===== config.mk =====
export PLATFORM = sky130hd
export DESIGN_NAME = aps_device_flat
export DESIGN_NICKNAME = d
export VERILOG_FILES = /design/src/hdl/aps_pkg.sv /design/src/hdl/aps_link_if.sv /design/src/hdl/aps_device.sv /design/src/flat_wrapper.sv
export SDC_FILE = /design/constraint.sdc
export NUM_CORES = 1
export LEC_CHECK = 0
export ABC_AREA = 1
export BUFFER_PORTS_ARGS = -buffer_cell sky130_fd_sc_hd__buf_2
export CAP_MARGIN = 20
export CORE_ASPECT_RATIO = 0.75
export CORE_UTILIZATION = 45
export DETAILED_ROUTE_END_ITERATION = 6
export PLACE_DENSITY = 0.63
export SLEW_MARGIN = 25
export SYNTH_ARGS = -nofsm -noshare
export SYNTH_HDL_FRONTEND = slang
export SYNTH_SLANG_ARGS = --single-unit

===== constraint.sdc =====
create_clock -name ref_clk -period 3.4 [get_ports ref_clk]
set_clock_uncertainty 0.05 [all_clocks]
set_input_delay 0.34 -clock ref_clk [delete_from_list [all_inputs] [get_ports ref_clk]]
set_output_delay 0.34 -clock ref_clk [all_outputs]
set_load 0.01 [all_outputs]

===== src/hdl/aps_pkg.sv =====
package aps_pkg;

  // ****************************************************************
  // Clock and time base.
  // ****************************************************************
  localparam int unsigned CLK_MHZ = 25;
  localparam int unsigned CLK_PERIOD_NS = 40;

  // ****************************************************************
  // Power-up timing figures, each in its own unit.
  // ****************************************************************
  localparam int unsigned EXT_CLK_START_US = 50;
  localparam int unsigned OSC_START_US = 20;
  localparam int unsigned RESET_RELEASE_CLKS = 2;
  localparam int unsigned SETTLE_4K_CLKS = 2312;
  localparam int unsigned VALID_DATA_US_X10 = 22000;
  localparam int unsigned POWER_UP_MAX_US = 3000;

  // Cycle counts derived from the figures; least times round up.
  localparam int unsigned EXT_CLK_START_CYC = EXT_CLK_START_US * CLK_MHZ;
  localparam int unsigned OSC_START_CYC = OSC_START_US * CLK_MHZ;
  localparam int unsigned VALID_DATA_CYC = (VALID_DATA_US_X10 * CLK_MHZ + 9) / 10;
  localparam int unsigned POWER_UP_MAX_CYC = POWER_UP_MAX_US * CLK_MHZ;

  // ****************************************************************
  // Data rates, the counter width and the 4k conversion period in clock periods.
  // ****************************************************************
  localparam int unsigned RATE_W = 3;
  localparam int unsigned CNT_W = 17;
  localparam logic [RATE_W-1:0] RATE_4K = 3'h2;
  localparam logic [RATE_W-1:0] RATE_RESET = RATE_4K;

  // Period of one conversion at the 4k rate, in clock periods.
  localparam int unsigned CONV_PERIOD_4K = 512;

  // ****************************************************************
  // Host sequencer states.
  // ****************************************************************
  typedef enum logic [2:0] {
    APS_HS_OFF,
    APS_HS_WAIT_CLK,
    APS_HS_HOLD_RST,
    APS_HS_CONFIG,
    APS_HS_WAIT_VALID,
    APS_HS_RUN
  } aps_host_state_t;

endpackage


===== src/hdl/aps_link_if.sv =====
`timescale 1ns/10ps
`default_nettype none
// Pins between the host controller and the converter's sequencer.
interface aps_link_if;
  logic supply_ok;
  logic clk_run;
  logic reset_n;
  logic cfg_write;
  logic cfg_done;
  logic [aps_pkg::RATE_W-1:0] cfg_rate;
  logic conversion_ready_n;
  logic osc_run;

  modport dev (
    input supply_ok,
    input clk_run,
    input reset_n,
    input cfg_write,
    input cfg_done,
    input cfg_rate,
    output conversion_ready_n,
    output osc_run
  );

  modport host (
    output supply_ok,
    output clk_run,
    output reset_n,
    output cfg_write,
    output cfg_done,
    output cfg_rate,
    input conversion_ready_n,
    input osc_run
  );
endinterface
`default_nettype wire


===== src/hdl/aps_device.sv =====
`timescale 1ns/10ps
`default_nettype none
// Notes on behaviour
// - Host keeps all inputs low before power; cfg_rate is not cleared and sits at RATE_RESET from reset.
// - External clock starts 50 us after supply.
// - Internal oscillator starts 20 us after supply.
// - Reset held two clocks after first clock.
// - Reset rise releases filters, starts converting.
// - First ready fall: settled data, 2312 clocks.
// - After 2.2 ms, next fall marks valid data.
// - Host writes registers only after reset release.
// - Register write postpones settling start point.
// - Rate change restarts settling for new rate.
// - Sequence delivers data within 3 ms.
module aps_device (
  input wire logic ref_clk,
  input wire logic arst_n,
  input wire logic use_internal_osc,
  aps_link_if.dev link,
  output logic filters_running,
  output logic data_settled,
  output logic data_valid
);

  // ****************************************************************
  // Settling count for the selected rate.
  // ****************************************************************
  function automatic logic [aps_pkg::CNT_W-1:0] settle_of(input logic [2:0] rate);
    logic [aps_pkg::CNT_W-1:0] v;
    v = aps_pkg::CNT_W'(aps_pkg::SETTLE_4K_CLKS);
    // Each halving of the rate doubles the filter settling time.
    if (rate < aps_pkg::RATE_4K) begin
      v = v << (aps_pkg::RATE_4K - rate);
    end else begin
      v = v >> (rate - aps_pkg::RATE_4K);
    end
    return v;
  endfunction

  function automatic logic [aps_pkg::CNT_W-1:0] period_of(input logic [2:0] rate);
    logic [aps_pkg::CNT_W-1:0] v;
    v = aps_pkg::CNT_W'(aps_pkg::CONV_PERIOD_4K);
    if (rate < aps_pkg::RATE_4K) begin
      v = v << (aps_pkg::RATE_4K - rate);
    end else begin
      v = v >> (rate - aps_pkg::RATE_4K);
    end
    return v;
  endfunction

  logic supply_q;
  logic [aps_pkg::CNT_W-1:0] osc_cnt_q;
  logic osc_q;
  logic run_q;
  logic [aps_pkg::RATE_W-1:0] rate_q;
  logic [aps_pkg::CNT_W-1:0] settle_cnt_q;
  logic [aps_pkg::CNT_W-1:0] conv_cnt_q;
  logic [aps_pkg::CNT_W-1:0] stable_cnt_q;
  logic settled_q;
  logic stable_q;
  logic valid_q;
  logic ready_n_q;

  // ****************************************************************
  // Internal oscillator start delay after the supply is good.
  // ****************************************************************
  wire logic osc_due = osc_cnt_q >= aps_pkg::CNT_W'(aps_pkg::OSC_START_CYC);
  always_ff @(posedge ref_clk or negedge arst_n) begin
    if (!arst_n) begin
      supply_q <= 1'b0;
      osc_cnt_q <= '0;
      osc_q <= 1'b0;
    end else begin
      supply_q <= link.supply_ok;
      if (!supply_q) begin
        osc_cnt_q <= '0;
        osc_q <= 1'b0;
      end else if (!osc_due) begin
        osc_cnt_q <= osc_cnt_q + 1'b1;
      end else begin
        osc_q <= use_internal_osc;
      end
    end
  end

  // ****************************************************************
  // Filter reset, settling restart on writes, conversion pacing.
  // ****************************************************************
  // The clock only counts while the master clock runs or the oscillator does.
  wire logic clk_alive = link.clk_run | osc_q;
  wire logic running = link.reset_n & clk_alive;
  wire logic restart = link.cfg_done;
  wire logic settle_hit = settled_q == 1'b0 && settle_cnt_q == settle_of(rate_q);
  wire logic conv_hit = settled_q && conv_cnt_q == period_of(rate_q) - 1'b1;
  wire logic stable_due = stable_cnt_q >= aps_pkg::CNT_W'(aps_pkg::VALID_DATA_CYC);
  // A ready strobe is a low on every settled conversion; it lasts one cycle, two if cfg_write meets the period's last count.
  wire logic ready_fall = settle_hit | conv_hit;

  always_ff @(posedge ref_clk or negedge arst_n) begin
    if (!arst_n) begin
      run_q <= 1'b0;
      rate_q <= aps_pkg::RATE_RESET;
      settle_cnt_q <= '0;
      conv_cnt_q <= '0;
      settled_q <= 1'b0;
    end else begin
      run_q <= running;
      if (!running) begin
        settle_cnt_q <= '0;
        conv_cnt_q <= '0;
        settled_q <= 1'b0;
        rate_q <= aps_pkg::RATE_RESET;
      end else if (restart) begin
        // Writes hold the settling start until their completion.
        rate_q <= link.cfg_rate;
        settle_cnt_q <= '0;
        conv_cnt_q <= '0;
        settled_q <= 1'b0;
      end else if (link.cfg_write) begin
        settle_cnt_q <= '0;
      end else if (settle_hit) begin
        settled_q <= 1'b1;
        conv_cnt_q <= '0;
      end else if (!settled_q) begin
        settle_cnt_q <= settle_cnt_q + 1'b1;
      end else if (conv_hit) begin
        conv_cnt_q <= '0;
      end else begin
        conv_cnt_q <= conv_cnt_q + 1'b1;
      end
    end
  end

  // ****************************************************************
  // Stable-data window measured from reset release only.
  // ****************************************************************
  // Register writes do not restart this window; node settling is analog.
  always_ff @(posedge ref_clk or negedge arst_n) begin
    if (!arst_n) begin
      stable_cnt_q <= '0;
      stable_q <= 1'b0;
      valid_q <= 1'b0;
      ready_n_q <= 1'b1;
    end else begin
      ready_n_q <= ~(running & ready_fall);
      if (!running) begin
        stable_cnt_q <= '0;
        stable_q <= 1'b0;
        valid_q <= 1'b0;
      end else begin
        if (!stable_due) begin
          stable_cnt_q <= stable_cnt_q + 1'b1;
        end else begin
          stable_q <= 1'b1;
        end
        if (stable_q && ready_fall) begin
          valid_q <= 1'b1;
        end
        if (restart) begin
          valid_q <= 1'b0;
        end
      end
    end
  end

  assign link.conversion_ready_n = ready_n_q;
  assign link.osc_run = osc_q;
  assign filters_running = run_q;
  assign data_settled = settled_q;
  assign data_valid = valid_q;

endmodule
`default_nettype wire


===== src/flat_wrapper.sv =====
// flat-port wrapper written by rule: the top's interface ports become plain ports
module aps_device_flat 
  (ref_clk, arst_n, use_internal_osc, filters_running, data_settled, data_valid, link_supply_ok, link_clk_run, link_reset_n, link_cfg_write, link_cfg_done, link_cfg_rate, link_conversion_ready_n, link_osc_run);
  aps_link_if link_i ();
  input wire logic ref_clk;
  input wire logic arst_n;
  input wire logic use_internal_osc;
  output logic filters_running;
  output logic data_settled;
  output logic data_valid;
  input wire logic [$bits(link_i.supply_ok)-1:0] link_supply_ok;
  input wire logic [$bits(link_i.clk_run)-1:0] link_clk_run;
  input wire logic [$bits(link_i.reset_n)-1:0] link_reset_n;
  input wire logic [$bits(link_i.cfg_write)-1:0] link_cfg_write;
  input wire logic [$bits(link_i.cfg_done)-1:0] link_cfg_done;
  input wire logic [$bits(link_i.cfg_rate)-1:0] link_cfg_rate;
  output wire logic [$bits(link_i.conversion_ready_n)-1:0] link_conversion_ready_n;
  output wire logic [$bits(link_i.osc_run)-1:0] link_osc_run;
  assign link_i.supply_ok = link_supply_ok;
  assign link_i.clk_run = link_clk_run;
  assign link_i.reset_n = link_reset_n;
  assign link_i.cfg_write = link_cfg_write;
  assign link_i.cfg_done = link_cfg_done;
  assign link_i.cfg_rate = link_cfg_rate;
  assign link_conversion_ready_n = link_i.conversion_ready_n;
  assign link_osc_run = link_i.osc_run;
  aps_device u_core (.ref_clk(ref_clk), .arst_n(arst_n), .use_internal_osc(use_internal_osc), .link(link_i), .filters_running(filters_running), .data_settled(data_settled), .data_valid(data_valid));
endmodule

==> results.py, run 1 <==
metrics = {
    "outcome": {
        "status": "finished with violations",
        "failed_checks": "hold timing",
    },
    "worst_setup_path": {
        "r2r_setup_slack_ns": 0.37,
        "crit_path_max_fanout": 23,
        "arrival_ns": 3.20,
        "critPathKind": "flip-flop to flip-flop",
        "start_kind": "flip-flop",
        "endpoint_kind": "flip-flop",
        "required_ns": 3.57,
    },
    "logic_synthesis": {
        "synth_edf_count": 0,
        "seq_area_frac_synth_pct": 37.23,
        "synthTopCellsByCount": "nand2_1, nor2_1, inv_1, nand3_1, dfrtp_1",
        "yosysTopAreaCell": "dfrtp_1",
        "synth.most_common_cell": "nand2_1",
        "synth_area_leaders": "dfrtp_1, nand2_1, nand3_1",
        "syn_nets": 791,
        "synth-seq-cells": 78,
        "async_reset_ff_share_pct": 100.0,
        "syn_avg_cell_area_um2": 6.870,
        "ys.warnings.count": 0,
        "ys.flop_type": "dfrtp_1",
        "netlist_area_mm2": 0.005249,
        "yosysTopAreaCellShare_pct": 36.23,
        "synth_cell_types": 37,
        "synth_cells": 764,
    },
    "grt": {
        "grt_pass1_wl_um": 22670,
        "grt_overflow": 0,
        "grt_pass1_vias": 4624,
        "grt_max_degree": 79,
        "antenna_found_initial": 0,
        "track_usage_pct": 23.89,
    },
    "pwr": {
        "clkPwrFrac_pct": 46.4,
        "p_switching_mw": 0.5626,
        "pwr-share-seq_pct": 44.5,
        "comb_power_share_pct": 9.2,
        "swShare_pct": 26.47,
        "power.leakage_nw": 2.631,
        "internal-power_mw": 1.563,
        "powerDensity_mw_per_mm2": 370.0,
        "ir_drop_v": 0.0002445,
    },
    "clocking": {
        "cts_made_buffers": 9,
        "clock_path_buffers": 2,
        "cts_root_buf": "clkbuf_16",
        "cts_tree": "yes",
        "htree_levels": 3,
        "clock-sinks": 78,
        "post_cts_buffers": 0,
        "clk_pin_slew_ns": 0.06,
        "clk_latency_ns": 0.34,
    },
    "final_layout": {
        "num_antenna_cells": 0,
        "drive_gt1_share_pct": 7.574,
        "stdcell_count": 919,
        "regArea_mm2": 0.001954,
        "multi_input_area_mm2": 0.002839,
        "finalNetCount": 801,
        "area_growth_pct": 9.440,
        "nFillCells": 1099,
    },
    "floorplan": {
        "start_util_pct": 47.08,
        "fp.dieH_um": 95.53,
        "core_region_area_mm2": 0.01115,
        "ios": 16,
        "dieWidth_um": 126.7,
        "die-area_mm2": 0.01210,
        "row_count": 33,
    },
    "timing": {
        "fin_hold_ws_ns": -0.01934,
        "hold_viol": 25,
        "finalMaxSlewViolations": 0,
        "tns_ns": 0,
        "timing.final.crit_share_pct": 89.07,
        "period_needed_ns": 3.029,
        "setup_viol": 0,
        "rsz0062_at_grt": "no",
        "fmax_mhz": 330.2,
        "worstMarginPinSlew_ns": 1.001,
        "layout_setup_ws_ns": 0.3715,
        "relSlewSlack_pct": 32.87,
    },
    "detailed_routing": {
        "drt_first_pass_iters": 5,
        "initialDrtViolationCount": 492,
        "via_per_inst": 5.450,
        "route.detailed.drc": 0,
        "vias": 5009,
        "postRouteAntennaNets": 0,
        "drt-total-wl_um": 13380,
        "wl_per_cell_um": 14.56,
    },
    "place": {
        "dp_slack_ns": 0.3111,
        "io_buffer_count": 15,
        "place_congestion": 0.9333,
        "dpl.cell_count": 903,
        "post-dp-hpwl_um": 9440,
    },
    "run": {
        "cap_violations": 0,
    },
    "min_path": {
        "hold_path_class": "input port to asynchronous set/reset pin",
    },
}
## layout by cell type, fill, tap and decap left out, types with 2 or more instances in the layout
| master | synthesis | routed |
|---|---|---|
| inv_1 | 90 | 89 |
| o21ai_1 | 31 | 31 |
| nand3_2 | 3 | 3 |
| o21bai_1 | 2 | 2 |
| a21oi_1 | 25 | 25 |
| inv_2 | 4 | 4 |
| o21ai_0 | 25 | 25 |
| o211ai_1 | 2 | 2 |
| nor2_1 | 92 | 92 |
| nand4_1 | 15 | 15 |
| nand2_2 | 7 | 8 |
| or2_2 | 2 | 2 |
| nor4_1 | 5 | 5 |
| dfrtp_1 | 76 | 76 |
| ha_2 | 0 | 2 |
| ha_1 | 16 | 14 |
| a31oi_1 | 3 | 3 |
| buf_2 | 6 | 14 |
| clkbuf_16 | 0 | 9 |
| xor2_1 | 25 | 25 |
| clkinv_1 | 2 | 3 |
| buf_4 | 2 | 4 |
| xnor2_1 | 5 | 5 |
| clkinvlp_4 | 0 | 3 |
| nand2_1 | 187 | 186 |
| nand3_1 | 89 | 89 |
| nor3_1 | 27 | 27 |
| dfstp_2 | 2 | 2 |
## power groups by stage
stage	registers, mW	logic (mW)	clock network, mW
after global placement	0.962	0.189	0
after detailed placement	0.962	0.191	0
after CTS	0.945	0.192	1.01
after global routing	0.946	0.220	1.05
final	0.945	0.195	0.985
after floorplan	0.959	0.129	0
## logic make-up (layout without fill, tap and decap cells)
family	after synthesis	in the layout	synth area share (%)
AO/OA/AOI/OAI	90	90	8.915
adder cells (fa/ha/maj)	16	16	3.814
buffers and inverters	117	132	8.820
flip-flops	78	78	37.23
AND/OR/NAND/NOR	433	433	36.21
XOR/XNOR	30	30	5.006
## worst max-delay path, cell delays in order (launching register included)
cell and delay (ns):
dfstp_2 0.59, inv_1 0.13, ha_2 0.39, nor2_4 0.18, nor2_1 0.08, nand2_2 0.15
nand2_1 0.07, nand2_1 0.06, nand2_1 0.04, nor2_1 0.17, nand2_1 0.08, nor2_1 0.11
nand2_2 0.16, nand2_2 0.15, nand2_1 0.06, buf_4 0.23, nand3_1 0.09, o21ai_1 0.10
## final cells by class
class / count / area share [%]
Clock buffer: 10 / 3.986
Inverter: 97 / 6.360
Sequential cell: 78 / 34.02
Timing Repair Buffer: 19 / 1.939
Multi-Input combinational cell: 569 / 49.42
Clock inverter: 6 / 1.220
Tap cell: 140 / 3.049
## worst paths after layout
check	startpoint	endpoint	depth (start not counted)
hold reg to reg	u_core.osc_cnt_q[16]$_DFFE_PN0P_	u_core.osc_cnt_q[16]$_DFFE_PN0P_	2
min in group ref_clk	link_supply_ok	u_core.supply_q$_DFF_PN0_	1
setup / recovery	u_core.rate_q[1]$_DFFE_PN1N_	u_core.settle_cnt_q[12]$_DFFE_PN0P_	17
setup reg to reg	u_core.rate_q[1]$_DFFE_PN1N_	u_core.settle_cnt_q[12]$_DFFE_PN0P_	17
max in group asynchronous	arst_n	u_core.conv_cnt_q[11]$_DFFE_PN0P_	1
hold / removal	arst_n	u_core.settle_cnt_q[10]$_DFFE_PN0P_	1
## routing by layer
| metal | wire length [µm] | track usage [%] | up-vias |
|---|---|---|---|
| li1 | - | - | 2494 |
| met1 | 6613 | 33.82 | 2338 |
| met2 | 5491 | 34.71 | 159 |
| met3 | 1044 | 6.622 | 18 |
| met4 | 231 | 8.631 | 0 |
| met5 | 0 | 0 | - |
## timing repair
action | 4_1_cts | 5_1_grt
setup endpoints to repair | 0 | 30
resized for setup | 0 | 3
hold buffers | 0 | 0
## state kept, by name, indices dropped and copies added (netlist names), 3 cells and up
| name | flops |
|---|---|
| u_core.rate_q | 3 |
| u_core.stable_cnt_q | 17 |
| u_core.conv_cnt_q | 17 |
| u_core.settle_cnt_q | 17 |
| u_core.osc_cnt_q | 17 |
## metrics by stage
step	cell area [µm²]	hold WS [ns]	power [mW]	util [%]
after floorplan	5249	-0.005591	1.088	-
after global routing	5744	0.03565	2.213	51.53
final	5744	-0.01934	2.125	51.53
after global placement	5434	0.3969	1.151	48.74
after detailed placement	5434	0.4033	1.153	48.74
after CTS	5733	0.04851	2.151	51.43
(Power assumes the default switching activity.)
==> run 2, diff against run 1 <==
Settings changed: PLACE_DENSITY 0.63 to unset, PLACE_DENSITY_LB_ADDON set to 0.05.
==> run 2 against run 1 <==
  * The flow still finishes with violations (hold timing)
  * First-iteration DRC count down 15%
  * Largest power group unchanged
  * Cell area barely moved
  * Setup slack got worse by 0.089 ns
  * Critical path depth down 1
  * Sequential share of layout area hardly changed
==> results.py, run 2 (synthesis results as in run 1) <==
metrics = {
    "timing": {
        "worstMarginPinSlew_ns": 0.9578,
        "fmax_mhz": 320.7,
        "period_needed_ns": 3.118,
        "relSlewSlack_pct": 36.08,
        "fin_hold_ws_ns": -0.02787,
        "timing.final.crit_share_pct": 91.70,
        "hold_viol": 17,
        "setup_viol": 0,
        "layout_setup_ws_ns": 0.2823,
        "rsz0062_at_grt": "no",
        "finalMaxSlewViolations": 0,
        "tns_ns": 0,
    },
    "detailed_routing": {
        "postRouteAntennaNets": 0,
        "vias": 4944,
        "via_per_inst": 5.386,
        "drt-total-wl_um": 13620,
        "met2WireLength_um": 5471,
        "dr.max_layer_used": "met4",
        "wl_met3_um": 871,
        "wl_met1_um": 7116,
        "drt_first_pass_iters": 5,
        "route.detailed.drc": 0,
        "initialDrtViolationCount": 419,
        "wl_per_cell_um": 14.83,
    },
    "place": {
        "placed_area_mm2": 0.005434,
        "dp_slack_ns": 0.3464,
        "post-dp-hpwl_um": 9804,
        "io_buffer_count": 15,
        "dpl.cell_count": 903,
        "place_congestion": 0.9104,
    },
    "pwr": {
        "ir_drop_v": 0.0002988,
        "power.leakage_nw": 2.653,
        "powerDensity_mw_per_mm2": 371.1,
        "total_power_mw": 2.131,
    },
    "worst_setup_path": {
        "critPathKind": "flip-flop to flip-flop",
        "arrival_ns": 3.28,
        "endpoint_kind": "flip-flop",
        "crit_path_max_fanout": 19,
        "start_kind": "flip-flop",
        "required_ns": 3.57,
    },
    "clocking": {
        "cts_root_buf": "clkbuf_16",
        "clk_latency_ns": 0.34,
        "clock_path_buffers": 2,
        "cts_tree": "yes",
        "hold_buffers": 0,
        "clk_pin_slew_ns": 0.06,
        "clock-sinks": 78,
        "htree_levels": 3,
        "cts_made_buffers": 9,
    },
    "grt": {
        "track_usage_pct": 24.10,
        "grt_overflow": 0,
        "antenna_found_initial": 0,
        "grt_pass1_wl_um": 22710,
        "grt_pass1_vias": 4438,
        "grt_max_degree": 79,
    },
    "floorplan": {
        "core_region_area_mm2": 0.01115,
        "row_count": 33,
        "fp.dieH_um": 95.53,
        "die-area_mm2": 0.01210,
        "ios": 16,
        "start_util_pct": 47.08,
        "dieWidth_um": 126.7,
    },
    "final_layout": {
        "nFillCells": 1118,
        "fin_util_pct": 51.52,
        "finalNetCount": 801,
        "design_area_mm2": 0.005743,
        "final_common_cell": "nand2_1",
        "mostFrequentLayoutCells": "nand2_1, nor2_1, inv_1, nand3_1, dfrtp_1",
        "stdcell_count": 918,
        "drive_gt1_share_pct": 7.069,
        "area_growth_pct": 9.416,
        "num_antenna_cells": 0,
    },
    "outcome": {
        "failed_checks": "hold timing",
        "status": "finished with violations",
    },
    "run": {
        "cap_violations": 0,
    },
    "min_path": {
        "hold_path_class": "input port to asynchronous set/reset pin",
    },
}
-- run 2: cell count changes in the layout (fill, tap and decap cells not counted), moves of 2 or more --
cell        previous run  this run
clkbuf_8               0         2
clkinvlp_4             3         0
ha_1                  14        16
ha_2                   2         0
nand2_2                8         6
-- run 2: layer usage --
layer	track usage, %	vias to the layer above
met2	34.44	148
li1	-	2488
met3	4.265	16
met5	0	-
met4	6.944	0
met1	36.75	2292
-- run 2: layout make-up --
cell class / count / area [µm²] / area share (%)
clock buffer: 12 / 256.5 / 4.466
clock inverter: 3 / 43.79 / 0.7625
inverter: 97 / 365.4 / 6.362
multi-input combinational: 569 / 2836 / 49.39
sequential: 78 / 1954 / 34.03
tap: 140 / 175.2 / 3.050
timing repair buffer: 19 / 111.4 / 1.939
-- run 2: what timing repair did --
action | 4_1_cts | 5_1_grt
buffers inserted | 0 | 0
setup endpoints to repair | 0 | 1
hold endpoints to repair | 0 | 0
gates resized for setup | 0 | 1
-- run 2: final timing paths --
check / startpoint / end / slack (ns) / cells past startpoint
max in group asynchronous: arst_n / u_core.conv_cnt_q[11]$_DFFE_PN0P_ / 2.83 / 1
min reg2reg: u_core.osc_cnt_q[14]$_DFFE_PN0P_ / u_core.osc_cnt_q[14]$_DFFE_PN0P_ / 0.41 / 2
min in group ref_clk: link_supply_ok / u_core.supply_q$_DFF_PN0_ / 0.06 / 1
min: arst_n / u_core.osc_cnt_q[0]$_DFFE_PN0P_ / -0.03 / 1
max reg2reg: u_core.rate_q[1]$_DFFE_PN1N_ / u_core.conv_cnt_q[6]$_DFFE_PN0P_ / 0.28 / 16
max: u_core.rate_q[1]$_DFFE_PN1N_ / u_core.conv_cnt_q[6]$_DFFE_PN0P_ / 0.28 / 16
-- run 2: worst max-delay path, stage by stage, from the launching register on --
cell,delay [ns]
dfstp_2,0.59
inv_1,0.13
ha_1,0.46
nor2_4,0.21
nor2_1,0.06
nand2_1,0.20
nand2_1,0.08
nand2_1,0.06
nand2_1,0.05
nor2_1,0.17
nand2_1,0.07
nor2_1,0.12
nand2_2,0.17
nand3_1,0.13
nand2_2,0.24
nand2_1,0.14
o21ai_1,0.08
-- run 2: report_power, final --
group	switching [mW]	total [mW]	internal, mW
Sequential	0.00941	0.946	0.936
Clock	0.387	0.993	0.605
Combinational	0.141	0.193	0.0525
